[src/verilog/ssmp_pkg.sv]
// Purpose: Shared constants and types of the serial slave memory port
// Assumes: 32-bit APB register bus, 8-bit data memory bus with 16-bit address
// Notes:   Offsets are byte addresses on the APB bus
package ssmp_pkg;

    localparam int          APB_AW         = 12;
    localparam int          APB_DW         = 32;
    localparam int          MEM_AW         = 16;
    localparam int          MEM_DW         = 8;

    // Register offsets
    localparam logic [11:0] REG_CTRL_OFS   = 12'h000;
    localparam logic [11:0] REG_STATUS_OFS = 12'h004;
    localparam logic [11:0] REG_CMD_OFS    = 12'h008;
    localparam logic [11:0] REG_ADDR_OFS   = 12'h00c;

    // Field positions
    localparam int          CTRL_EN_BIT    = 0;
    localparam int          CTRL_QUIET_BIT = 1;
    localparam int          STAT_FLAG_BIT  = 0;
    localparam int          STAT_BUSY_BIT  = 1;

    // Reset values
    localparam logic        EN_RST         = 1'b0;
    localparam logic        QUIET_RST      = 1'b0;
    localparam logic        FLAG_RST       = 1'b0;
    localparam logic [7:0]  CMD_RST        = 8'h00;
    localparam logic [15:0] ADDR_RST       = 16'h0000;

    // Command decode, top two bits
    localparam logic [1:0]  CMD_READ       = 2'b11;
    localparam logic [1:0]  CMD_WRITE      = 2'b10;

    // Serial framing
    localparam logic [2:0]  BIT_FIRST      = 3'h0;
    localparam logic [2:0]  BIT_LAST       = 3'h7;
    localparam logic [2:0]  BIT_STEP       = 3'h1;
    localparam logic [15:0] ADDR_STEP      = 16'h0001;

    // Host gap before first read data clock, and its count at 125 MHz
    localparam int          CLK_PERIOD_NS  = 8;
    localparam int          READ_GAP_NS    = 1000;
    localparam int          READ_GAP_CYC   = (READ_GAP_NS + CLK_PERIOD_NS - 1) / CLK_PERIOD_NS;

    typedef enum logic [4:0]
    {
        PH_IDLE    = 5'b00001,
        PH_CMD     = 5'b00010,
        PH_ADDR_HI = 5'b00100,
        PH_ADDR_LO = 5'b01000,
        PH_DATA    = 5'b10000
    } ssmp_phase_t;

endpackage

[src/verilog/ssmp_sync.sv]
// Purpose: Two-flop synchroniser for the host pins
// Assumes: Inputs are asynchronous to mclk_i
// Notes:   First stage feeds only the second stage
`timescale 1ns/1ns
module ssmp_sync
#(
    parameter int               WIDTH     = 3,
    parameter logic [WIDTH-1:0] RESET_VAL = '0
)
(
    input  wire logic             mclk_i,
    input  wire logic             resetn_i,
    input  wire logic [WIDTH-1:0] async_i,
    output logic      [WIDTH-1:0] sync_o
);

    logic [WIDTH-1:0] meta_reg;

    always_ff @(posedge mclk_i or negedge resetn_i)
    begin
        if (!resetn_i)
        begin
            meta_reg <= RESET_VAL;
            sync_o   <= RESET_VAL;
        end
        else
        begin
            meta_reg <= async_i;
            sync_o   <= meta_reg;
        end
    end

endmodule

[src/verilog/ssmp_port.sv]
// Purpose: Serial slave port giving a host byte access to the data memory space
// Assumes: Host pins asynchronous to mclk_i; memory bus answers with mem_ack_i
// Notes:   APB slave holds control, status and capture registers
//
// Contract
// - Select high holds the serial port in reset, dropping partial transfers.
// - Deselected: serial output floats; clock and data pins are ignored.
// - After select falls, shifting starts on the first rising serial clock.
// - Host raises select to end; device concludes and raises its interrupt.
// - A command-only transaction completes normally on deselect.
// - Read: command, 16-bit address, then device returns 8-bit data.
// - Write: command, 16-bit address, then data bytes stored at that address.
// - Transfer address advances by one after every data byte.
// - Port pins are shared pads and default to LCD driving after reset.
// - The 16-bit address spans the whole external data memory space only.
// - Host writes normally raise an MPU interrupt; quiet insertion is possible.
// - Last command and address are captured in readable registers.
// - Captured address keeps the host value, not the incremented one.
// - Done flag is set by hardware, cleared only by writing zero.
// - Done flag is set after every transaction, whatever the command.
// - Top bits 11 read, 10 write; top bit 0 means no access.
//
// The APB register port and the register addresses were decided locally.
`timescale 1ns/1ns
module ssmp_port
    import ssmp_pkg::*;
(
    input  wire logic              mclk_i,
    input  wire logic              resetn_i,
    // APB slave
    input  wire logic              psel_i,
    input  wire logic              penable_i,
    input  wire logic              pwrite_i,
    input  wire logic [APB_AW-1:0] paddr_i,
    input  wire logic [APB_DW-1:0] pwdata_i,
    output logic                   pready_o,
    output logic      [APB_DW-1:0] prdata_o,
    output logic                   pslverr_o,
    // Host pins
    input  wire logic              host_select_n_i,
    input  wire logic              host_clk_i,
    input  wire logic              host_serial_in_i,
    output logic                   host_serial_out_o,
    output logic                   host_serial_out_oe_o,
    output logic                   pad_serial_sel_o,
    // Data memory bus
    output logic                   mem_req_o,
    output logic                   mem_we_o,
    output logic      [MEM_AW-1:0] mem_addr_o,
    output logic      [MEM_DW-1:0] mem_wdata_o,
    input  wire logic [MEM_DW-1:0] mem_rdata_i,
    input  wire logic              mem_ack_i,
    // Events to the MPU
    output logic                   port_irq_o,
    output logic                   host_write_irq_o
);

    logic [2:0]        sync_q;
    logic              sel_n_s, sclk_s, sdi_s, sclk_d_reg, sclk_rise, sclk_fall;
    logic              en_reg, quiet_reg, host_done_flag_reg, active_reg, port_on, end_evt;
    ssmp_phase_t       phase_reg;
    logic [2:0]        bit_cnt_reg;
    logic [7:0]        rx_sh_reg, rx_byte, host_cmd_cap_reg, addr_hi_reg, tx_reg;
    logic              byte_done, is_read, is_write, start_rd, start_wr, rd_pending_reg;
    logic [MEM_AW-1:0] host_addr_cap_reg, xfer_addr_reg, rd_addr_next;
    logic              apb_acc, apb_commit, wr_ctrl, wr_status;
    logic [APB_DW-1:0] rd_word;

    function automatic logic reg_hit(input logic [APB_AW-1:0] a);
        reg_hit = (a == REG_CTRL_OFS) || (a == REG_STATUS_OFS)
               || (a == REG_CMD_OFS) || (a == REG_ADDR_OFS);
    endfunction
    // Pin synchroniser, select idles high
    ssmp_sync #(.WIDTH (3), .RESET_VAL (3'h4)) u_sync
    (
        .mclk_i   (mclk_i),
        .resetn_i (resetn_i),
        .async_i  ({host_select_n_i, host_clk_i, host_serial_in_i}),
        .sync_o   (sync_q)
    );
    assign sel_n_s   = sync_q[2];
    assign sclk_s    = sync_q[1];
    assign sdi_s     = sync_q[0];
    assign sclk_rise = sclk_s & ~sclk_d_reg;
    assign sclk_fall = ~sclk_s & sclk_d_reg;
    assign port_on   = ~sel_n_s & en_reg;
    assign end_evt   = sel_n_s & active_reg & en_reg;
    assign rx_byte   = {rx_sh_reg[6:0], sdi_s};
    assign byte_done = port_on & sclk_rise & (bit_cnt_reg == BIT_LAST);
    assign is_read   = (host_cmd_cap_reg[7:6] == CMD_READ);
    assign is_write  = (host_cmd_cap_reg[7:6] == CMD_WRITE);
    assign start_rd  = byte_done & is_read
                     & ((phase_reg == PH_ADDR_LO) || (phase_reg == PH_DATA));
    assign start_wr  = byte_done & is_write & (phase_reg == PH_DATA);
    assign rd_addr_next = (phase_reg == PH_ADDR_LO) ? {addr_hi_reg, rx_byte}
                                                    : xfer_addr_reg + ADDR_STEP;
    // Serial clock edge detect
    always_ff @(posedge mclk_i or negedge resetn_i)
    begin
        if (!resetn_i)
            sclk_d_reg <= 1'b0;
        else
            sclk_d_reg <= sclk_s;
    end
    // Transaction tracking
    always_ff @(posedge mclk_i or negedge resetn_i)
    begin
        if (!resetn_i)
            active_reg <= 1'b0;
        else
            active_reg <= port_on;
    end
    // Framing state
    always_ff @(posedge mclk_i or negedge resetn_i)
    begin
        if (!resetn_i)
        begin
            phase_reg   <= PH_IDLE;
            bit_cnt_reg <= BIT_FIRST;
            rx_sh_reg   <= CMD_RST;
        end
        else if (!port_on)
        begin
            phase_reg   <= PH_IDLE;
            bit_cnt_reg <= BIT_FIRST;
            rx_sh_reg   <= CMD_RST;
        end
        else if (phase_reg == PH_IDLE)
            phase_reg <= PH_CMD;
        else if (sclk_rise)
        begin
            rx_sh_reg   <= rx_byte;
            bit_cnt_reg <= bit_cnt_reg + BIT_STEP;
            if (bit_cnt_reg == BIT_LAST)
            begin
                case (phase_reg)
                    PH_CMD:     phase_reg <= PH_ADDR_HI;
                    PH_ADDR_HI: phase_reg <= PH_ADDR_LO;
                    PH_ADDR_LO: phase_reg <= PH_DATA;
                    PH_DATA:    phase_reg <= PH_DATA;
                    default:    phase_reg <= PH_IDLE;
                endcase
            end
        end
    end
    // Command and address capture
    always_ff @(posedge mclk_i or negedge resetn_i)
    begin
        if (!resetn_i)
        begin
            host_cmd_cap_reg  <= CMD_RST;
            addr_hi_reg       <= CMD_RST;
            host_addr_cap_reg <= ADDR_RST;
        end
        else if (byte_done)
        begin
            if (phase_reg == PH_CMD)
                host_cmd_cap_reg <= rx_byte;
            if (phase_reg == PH_ADDR_HI)
                addr_hi_reg <= rx_byte;
            if (phase_reg == PH_ADDR_LO)
                host_addr_cap_reg <= {addr_hi_reg, rx_byte};
        end
    end
    // Internal transfer address
    always_ff @(posedge mclk_i or negedge resetn_i)
    begin
        if (!resetn_i)
            xfer_addr_reg <= ADDR_RST;
        else if (byte_done && (phase_reg == PH_ADDR_LO))
            xfer_addr_reg <= {addr_hi_reg, rx_byte};
        else if (byte_done && (phase_reg == PH_DATA))
            xfer_addr_reg <= xfer_addr_reg + ADDR_STEP;
    end
    // Memory bus cycle
    always_ff @(posedge mclk_i or negedge resetn_i)
    begin
        if (!resetn_i)
        begin
            mem_req_o   <= 1'b0;
            mem_we_o    <= 1'b0;
            mem_addr_o  <= ADDR_RST;
            mem_wdata_o <= CMD_RST;
        end
        else if (start_rd || start_wr)
        begin
            mem_req_o   <= 1'b1;
            mem_we_o    <= start_wr;
            mem_addr_o  <= start_wr ? xfer_addr_reg : rd_addr_next;
            mem_wdata_o <= rx_byte;
        end
        else if (mem_req_o && mem_ack_i)
            mem_req_o <= 1'b0;
    end
    // Read prefetch bookkeeping
    always_ff @(posedge mclk_i or negedge resetn_i)
    begin
        if (!resetn_i)
            rd_pending_reg <= 1'b0;
        else if (!port_on)
            rd_pending_reg <= 1'b0;
        else if (start_rd)
            rd_pending_reg <= 1'b1;
        else if (mem_req_o && mem_ack_i)
            rd_pending_reg <= 1'b0;
    end
    // Serial output
    always_ff @(posedge mclk_i or negedge resetn_i)
    begin
        if (!resetn_i)
        begin
            tx_reg               <= CMD_RST;
            host_serial_out_o    <= 1'b0;
            host_serial_out_oe_o <= 1'b0;
        end
        else if (!port_on)
        begin
            tx_reg               <= CMD_RST;
            host_serial_out_o    <= 1'b0;
            host_serial_out_oe_o <= 1'b0;
        end
        else
        begin
            host_serial_out_oe_o <= is_read && (phase_reg == PH_DATA);
            if (rd_pending_reg && mem_req_o && mem_ack_i)
            begin
                tx_reg            <= mem_rdata_i;
                host_serial_out_o <= mem_rdata_i[7];
            end
            else if (sclk_fall && (phase_reg == PH_DATA) && (bit_cnt_reg != BIT_FIRST))
                host_serial_out_o <= tx_reg[BIT_LAST - bit_cnt_reg];
        end
    end
    // Write notification
    always_ff @(posedge mclk_i or negedge resetn_i)
    begin
        if (!resetn_i)
            host_write_irq_o <= 1'b0;
        else
            host_write_irq_o <= start_wr & ~quiet_reg;
    end
    // Pad function select
    always_ff @(posedge mclk_i or negedge resetn_i)
    begin
        if (!resetn_i)
            pad_serial_sel_o <= EN_RST;
        else
            pad_serial_sel_o <= en_reg;
    end
    // APB access
    assign apb_acc    = psel_i & penable_i;
    assign apb_commit = apb_acc & pready_o;
    assign wr_ctrl    = apb_commit & pwrite_i & (paddr_i == REG_CTRL_OFS);
    assign wr_status  = apb_commit & pwrite_i & (paddr_i == REG_STATUS_OFS);

    always_comb
    begin
        rd_word = '0;
        case (paddr_i)
            REG_CTRL_OFS:
            begin
                rd_word[CTRL_EN_BIT]    = en_reg;
                rd_word[CTRL_QUIET_BIT] = quiet_reg;
            end
            REG_STATUS_OFS:
            begin
                rd_word[STAT_FLAG_BIT] = host_done_flag_reg;
                rd_word[STAT_BUSY_BIT] = active_reg;
            end
            REG_CMD_OFS:  rd_word[MEM_DW-1:0] = host_cmd_cap_reg;
            REG_ADDR_OFS: rd_word[MEM_AW-1:0] = host_addr_cap_reg;
            default:      rd_word = '0;
        endcase
    end
    always_ff @(posedge mclk_i or negedge resetn_i)
    begin
        if (!resetn_i)
        begin
            pready_o  <= 1'b0;
            prdata_o  <= '0;
            pslverr_o <= 1'b0;
        end
        else
        begin
            pready_o <= apb_acc & ~pready_o;
            if (apb_acc && !pready_o)
            begin
                prdata_o  <= rd_word;
                pslverr_o <= ~reg_hit(paddr_i);
            end
        end
    end
    // Control register
    always_ff @(posedge mclk_i or negedge resetn_i)
    begin
        if (!resetn_i)
        begin
            en_reg    <= EN_RST;
            quiet_reg <= QUIET_RST;
        end
        else if (wr_ctrl)
        begin
            en_reg    <= pwdata_i[CTRL_EN_BIT];
            quiet_reg <= pwdata_i[CTRL_QUIET_BIT];
        end
    end
    // Done flag, set wins over clear
    always_ff @(posedge mclk_i or negedge resetn_i)
    begin
        if (!resetn_i)
            host_done_flag_reg <= FLAG_RST;
        else if (end_evt)
            host_done_flag_reg <= 1'b1;
        else if (wr_status && !pwdata_i[STAT_FLAG_BIT])
            host_done_flag_reg <= 1'b0;
    end
    always_ff @(posedge mclk_i or negedge resetn_i)
    begin
        if (!resetn_i)
            port_irq_o <= FLAG_RST;
        else
            port_irq_o <= host_done_flag_reg;
    end
endmodule

[config.mk]
export PLATFORM = sky130hd
export DESIGN_NAME = ssmp_port
export DESIGN_NICKNAME = d
export VERILOG_FILES = /design/src/verilog/ssmp_pkg.sv /design/src/verilog/ssmp_sync.sv /design/src/verilog/ssmp_port.sv
export SDC_FILE = /design/constraint.sdc
export NUM_CORES = 1
export LEC_CHECK = 0
export BUFFER_PORTS_ARGS = -buffer_cell sky130_fd_sc_hd__buf_2
export CAP_MARGIN = 20
export CORE_MARGIN = 1.5
export CORE_UTILIZATION = 55
export DETAILED_ROUTE_END_ITERATION = 16
export GPL_ROUTABILITY_DRIVEN = 0
export PLACE_DENSITY_LB_ADDON = 0.15
export SLEW_MARGIN = 10
export SYNTH_ARGS = -nofsm -noshare
export SYNTH_HDL_FRONTEND = slang
export SYNTH_SLANG_ARGS = --single-unit
[constraint.sdc]
create_clock -name mclk_i -period 3.8 [get_ports mclk_i]
set_clock_uncertainty 0.05 [all_clocks]
set_input_delay 0.76 -clock mclk_i [delete_from_list [all_inputs] [get_ports mclk_i]]
set_output_delay 0.76 -clock mclk_i [all_outputs]
set_load 0.05 [all_outputs]
==> summary.md, run 1 <==
| Metric | Value |
|---|---|
| Status | `finished, final reports clean` |
| CTS buffer count | `17` |
| GRT busiest layer | `met2` |
| Ant diodes | `0` |
| Worst Hold Class | `input pin to asynchronous set/reset pin` |
| Die Y-Extent | `109 microns` |
| Clock Tree Root | `clkbuf_16` |
| Kind of critical path | `register to register` |
| RSZ-0062 raised after global routing | `false` |
| Post-Syn Area | `6220 sq um` |
| # DRC | `0` |
| Crit path launch type | `register` |
| Largest net degree at the start of global routing | `60` |
| Fill count | `841` |
| Power Dens Cells | `463 nW/um^2` |
| Post-DR wirelength/cell | `18.7 microns` |
| Worst slew margin | `0.343` |
| Die area | `12000 sq um` |
| Pins Over Slew Limit | `0` |
| Max VDD drop | `350 uV` |
| Layout cells sized above 1 | `0.278` |
| Max-cap viol count | `0` |
| CP arrival | `3.12 ns` |
| IO Pins | `126` |
| Int Pwr | `0.00270 W` |
| Sw frac | `0.208` |
| Achievable Freq | `349 MHz` |
| DR vias | `4800` |
| Pre-antenna DRT Iters | `6` |
| First DRT Iteration DRCs | `419` |
| Initial core utilization | `0.569` |
| Post-synthesis sequential area ratio | `0.532` |
| Reg clk slew, reported paths | `0.06 ns` |
| Synth Register Bits | `132` |
| Met3 usage | `0.0646` |
| Ys Warns | `0` |
| Switch Pwr | `0.000710 W` |
| Grt met1 use | `0.354` |
| Routed Antenna Nets | `0` |
| Synth unique cells | `66` |
| DP Worst Slack | `0.957 ns` |
| Total grt overflow | `0` |
| Leakage power | `3.49 nW` |
| Nets | `714` |
| Initial antenna violation count | `0` |
| Met2 Track Usage GR | `0.435` |
| Site row count | `38` |
| Clock share of power | `0.554` |
| CTS tree | `done` |
| Final setup margin | `0.931 ns` |
| First-pass GRT wire length | `24400 microns` |
| H-tree levels | `4` |
| Crit-path max FO | `21` |
| R2r setup slk | `0.93 ns` |
| GRT Util Overall | `0.273` |
| Routed vias/inst | `5.99` |
| Vias in the first global route | `4735` |
| Hold_buf cts | `0` |
| Tmin final | `2.87 ns` |
| Setup TNS | `0 ns` |
| Avg Cell Area, Syn | `10.8 sq um` |
| Post-Syn Instances | `574` |
| Layout area overhead | `18.4%` |
| Post-synthesis async set-or-reset flop share | `1.00` |
| Bufs on Longest Clock Path | `2` |
| Buffers on Ports | `79` |
| Core Area | `10900 sq um` |
| Comb pwr share | `0.030` |
| CTS resizes | `0` |
| Drt total wl | `15000 microns` |
| Tightest Pin Transition | `0.985 ns` |
| Post-Route Utilization | `0.673` |
| Setup violators final | `0` |
| Hold Worst Slack | `0.291 ns` |
| Final hold viol count | `0` |
| CP Capture Type | `register` |
| Post-synth EDFFs | `0` |
| Period utilization | `0.755` |
| Synth Flop Type | `dfrtp_1` |
| Total clock sinks | `132` |
| Reg power frac | `0.416` |
| Post-DP HPWL | `9880 microns` |
| Width of the die | `109 microns` |
| Clk Latency, worst-skew pair | `0.42 ns` |
| Postcts setup bufs | `0` |
| CP required | `4.05 ns` |
[metrics by stage]
step	cells	cell area, sq um	power [W]
after floorplan	589	6280	0.00151
after global placement	770	6680	0.00154
after detailed placement	770	6680	0.00155
after CTS	802	7360	0.00342
after global routing	802	7360	0.00350
final	802	7360	0.00341
[area by class of cell]
cell class                      count  area (sq um)  share of cell area
Timing Repair Buffer               90           493              0.0670
Clock buffer                       20           457              0.0620
Sequential cell                   132          3310               0.449
Inverter                           15          56.3             0.00765
Multi-Input combinational cell    393          2650               0.360
Clock inverter                     12           225              0.0306
Tap cell                          140           175              0.0238
[per-layer routing]
metal	routed length, microns	part of all wire
met3	828	0.055
met2	7250	0.48
met1	6430	0.43
met5	0	0
met4	465	0.031
[synthesized netlist by cell type (all sizes together), types with 5 or more instances]
master | count | area share
o21ai | 38 | 0.031
nand4 | 10 | 0.010
and2 | 5 | 0.0050
buf | 33 | 0.035
a22oi | 7 | 0.0084
xnor2 | 7 | 0.0099
a22o | 19 | 0.027
a31oi | 5 | 0.0050
nor2 | 33 | 0.021
dfrtp | 129 | 0.52
clkbuf | 16 | 0.0099
and3 | 5 | 0.0050
nor4 | 10 | 0.017
nand2b | 5 | 0.0050
inv | 14 | 0.0084
a21oi | 45 | 0.040
mux2i | 5 | 0.0080
nand2 | 54 | 0.033
nand3 | 16 | 0.013
nor3 | 7 | 0.0056
xor2 | 5 | 0.0070
mux2 | 39 | 0.071
[kinds of logic after synthesis]
| group | count (synthesis) | synth area share |
|---|---|---|
| simple gates | 165 | 0.139 |
| compound gates | 148 | 0.157 |
| flops | 132 | 0.532 |
| buf+inv | 64 | 0.0539 |
| mux | 48 | 0.0931 |
| xor+xnor | 12 | 0.0169 |
| fa+ha+maj | 4 | 0.00805 |
| other cells | 1 | 0.000603 |
[path summary, 6_finish.rpt]
check	startpoint	endpoint	depth (start not counted)
min in group mclk_i	u_sync.meta_reg[0]$_DFF_PN0_	u_sync.sync_o[0]$_DFF_PN0_	0
worst max-delay path	bit_cnt_reg[1]$_DFFE_PN0P_	mem_addr_o[14]$_DFFE_PN0P_	7
worst min register to register	u_sync.meta_reg[0]$_DFF_PN0_	u_sync.sync_o[0]$_DFF_PN0_	0
max in group asynchronous	resetn_i	prdata_o[11]$_DFFE_PN0P_	2
worst max register to register	bit_cnt_reg[1]$_DFFE_PN0P_	mem_addr_o[14]$_DFFE_PN0P_	7
worst min-delay path	resetn_i	host_addr_cap_reg[15]$_DFFE_PN0P_	1
[power by group through the flow]
stage / sequential (W) / clock, W / combinational [W]
final: 0.00142 / 0.00189 / 0.000103
after global routing: 0.00142 / 0.00197 / 0.000113
after CTS: 0.00142 / 0.00190 / 0.000105
after detailed placement: 0.00144 / 0 / 0.000104
after global placement: 0.00144 / 0 / 0.000102
after floorplan: 0.00145 / 0 / 0.0000566
[layout by cell type, fill, tap and decap left out, drive strengths merged, types with 3 or more instances in the layout]
cell type and count:
o22ai 3, clkbuf 20, mux4 4, nor2 33, nand3 16, clkinvlp 3
a211o 3, o31ai 3, nor2b 4, a221o 4, ha 4, xnor2 7
o21ai 38, nand2b 5, inv 15, a31oi 5, clkinv 3, and2 5
mux2i 5, nand4 10, o21a 4, dfstp 3, a21oi 45, mux2 39
bufinv 6, xor2 5, nor3 7, nand3b 3, conb 16, or3 4
dfrtp 129, a22oi 7, nand2 54, buf 90, and3 5, a22o 19
nor4 10
[critical path: stages, from the launching register on]
cell	delay (ns)
dfrtp_1	0.46
ha_1	0.20
ha_1	0.17
nand3b_1	0.39
a2111o_1	0.93
and2_1	0.34
a31oi_1	0.12
o21ai_0	0.09
No activity file was read; power rests on OpenSTA's default activity.
==> run 2: changes to the inputs <==
==> constraint.sdc (replaced) <==
create_clock -name mclk_i -period 2.9 [get_ports mclk_i]
set_clock_uncertainty 0.05 [all_clocks]
set_input_delay 0.58 -clock mclk_i [delete_from_list [all_inputs] [get_ports mclk_i]]
set_output_delay 0.58 -clock mclk_i [all_outputs]
set_load 0.05 [all_outputs]
==> run 2 against run 1 <==
Net effect:
- worst setup slack got worse by 0.40 ns
- routed wire length decreased by 0.99%
- count of clock-buffer cells in the layout decreased by 3
- non-clock buffer count increased by 6
- die area unchanged
- design area about the same
- critical endpoint is now addr_hi_reg[3]$_DFFE_PN0P_
==> summary.md, run 2 (synthesized netlist as in run 1, its figures left out) <==
| Metric | Value |
|---|---|
| Status | `finished, final reports clean` |
| Initial antenna violation count | `0 (unchanged)` |
| Crit path launch type | `register` |
| Ant diodes | `0 (unchanged)` |
| CTS tree | `done` |
| Final hold viol count | `0 (unchanged)` |
| Core Area | `10900 sq um (unchanged)` |
| Routed Antenna Nets | `0 (unchanged)` |
| First DRT Iteration DRCs | `528 (+26%)` |
| Power Dens Cells | `579 nW/um^2 (+25%)` |
| Hold Worst Slack | `0.163 ns (-0.128 ns)` |
| Most frequent cells in the layout | `dfrtp_1 (129), buf_2 (78), nand2_1 (54)` |
| CTS resizes | `0 (unchanged)` |
| DP Area | `6740 sq um (+0.86%)` |
| First-pass GRT wire length | `23500 microns (-3.6%)` |
| Largest delay share family, worst path | `simple AND/OR/NAND/NOR gates` |
| CP required | `3.14 ns (-0.91 ns)` |
| R2r setup slk | `0.53 ns (-0.40 ns)` |
| Layout Cells excl Fill | `808 (+0.75%)` |
| Period utilization | `0.818 (+0.0628)` |
| IO Pins | `126 (unchanged)` |
| Pre-antenna DRT Iters | `6 (unchanged)` |
| Max-cap viol count | `0 (unchanged)` |
| Die area | `12000 sq um (unchanged)` |
| Clk Latency, worst-skew pair | `0.43 ns (about the same)` |
| Kind of critical path | `register to register` |
| Total clock sinks | `132 (unchanged)` |
| DR vias | `4863 (+1.3%)` |
| Worst slew margin | `0.524 (+0.180)` |
| Most common cell after layout, fill and taps aside | `dfrtp_1` |
| Routed vias/inst | `6.02 (+0.56%)` |
| Worst Hold Class | `input pin to asynchronous set/reset pin` |
| RSZ-0062 raised after global routing | `false` |
| Worst r2r src | `bit_cnt_reg[1]$_DFFE_PN0P_` |
| Width of the die | `109 microns (unchanged)` |
| Placed cell count | `776 (+0.78%)` |
| Site row count | `38 (unchanged)` |
| Initial core utilization | `0.569 (unchanged)` |
| Nets | `720 (+0.84%)` |
| FF-to-FF End | `addr_hi_reg[3]$_DFFE_PN0P_` |
| Setup TNS | `0 ns (unchanged)` |
| Layout cells sized above 1 | `0.286 (+0.00798)` |
| Crit-path max FO | `14 (-33%)` |
| Die Y-Extent | `109 microns (unchanged)` |
| Post-DR wirelength/cell | `18.3 microns (-1.7%)` |
| Total grt overflow | `0 (unchanged)` |
| R2R depth | `8 (+1)` |
| Bufs on Longest Clock Path | `2 (unchanged)` |
| GRT Util Overall | `0.264 (-0.00887)` |
| Hold_buf cts | `0 (unchanged)` |
| Tightest Pin Transition | `0.715 ns (-0.271 ns)` |
| Clock Tree Root | `clkbuf_16` |
| Vias in the first global route | `4551 (-3.9%)` |
| Pins Over Slew Limit | `0 (unchanged)` |
| # DRC | `0 (unchanged)` |
| H-tree levels | `4 (unchanged)` |
| Post-route cell area | `7370 sq um (about the same)` |
| CP arrival | `2.62 ns (-0.50 ns)` |
| Drt total wl | `14800 microns (-0.99%)` |
| Largest net degree at the start of global routing | `55 (-8.3%)` |
| Achievable Freq | `422 MHz (+21%)` |
| Crit-path cells | `ha_1, ha_1, nand3b_1, buf_4, nor2_1, buf_4, nand3_1, mux2_2` |
| Layout area overhead | `18.4% (about the same)` |
| CP Capture Type | `register` |
| Postcts setup bufs | `0 (unchanged)` |
| Setup violators final | `0 (unchanged)` |
| Buffers on Ports | `79 (unchanged)` |
| Leakage power | `3.49 nW (about the same)` |
| Post-DP HPWL | `10000 microns (+1.3%)` |
| Worst stage delay on the critical path | `0.45 ns (-0.48 ns)` |
| Max VDD drop | `389 uV (+11%)` |
| Reg clk slew, reported paths | `0.06 ns (about the same)` |
| CTS buffer count | `17 (unchanged)` |
| Crit-path slowest cell | `dfrtp_1` |
| Tmin final | `2.37 ns (-0.498 ns)` |
| CP bufs+invs | `2 (+2)` |
[run 2: layer usage]
layer	routed length, microns	vias up	GRT usage
li1	-	2213	-
met4	288	0	0.105
met3	999	28	0.0599
met5	0	-	0
met2	7160	225	0.411
met1	6380	2397	0.361
[run 2: worst max-delay path by stage]
stage	cells after the start	slack [ns]	from	end
after floorplan	6	0.74	bit_cnt_reg[1]$_DFFE_PN0P_	host_addr_cap_reg[0]$_DFFE_PN0P_
after global placement	8	0.59	bit_cnt_reg[1]$_DFFE_PN0P_	addr_hi_reg[4]$_DFFE_PN0P_
after detailed placement	8	0.57	bit_cnt_reg[1]$_DFFE_PN0P_	addr_hi_reg[3]$_DFFE_PN0P_
after CTS	8	0.54	bit_cnt_reg[1]$_DFFE_PN0P_	addr_hi_reg[1]$_DFFE_PN0P_
after global routing	8	0.36	bit_cnt_reg[1]$_DFFE_PN0P_	addr_hi_reg[2]$_DFFE_PN0P_
final	8	0.53	bit_cnt_reg[1]$_DFFE_PN0P_	addr_hi_reg[3]$_DFFE_PN0P_
[run 2: report_power, final]
part | internal, W | total [W] | leakage (nW) | switching [W]
Clock | 0.00144 | 0.00227 | 0.292 | 0.000825
Combinational | 0.0000277 | 0.000137 | 1.38 | 0.000109
Sequential | 0.00185 | 0.00186 | 1.82 | 0.00000650
Total | 0.00332 | 0.00426 | 3.49 | 0.000941
[run 2: cell type report]
type,count,area [sq um]
Inverter,15,56.3
Clock inverter,15,203
Sequential cell,132,3310
Multi-Input combinational cell,393,2650
Fill cell,846,3570
Clock buffer,17,425
Timing Repair Buffer,96,551
Tap cell,140,175
[run 2: through the flow]
stage,worst slack [ns],utilization,total power (W)
finish,0.528,0.674,0.00426
global route,0.364,0.674,0.00440
CTS,0.542,0.674,0.00430
detailed placement,0.567,0.616,0.00203
global placement,0.590,0.616,0.00203
floorplan,0.740,-,0.00197
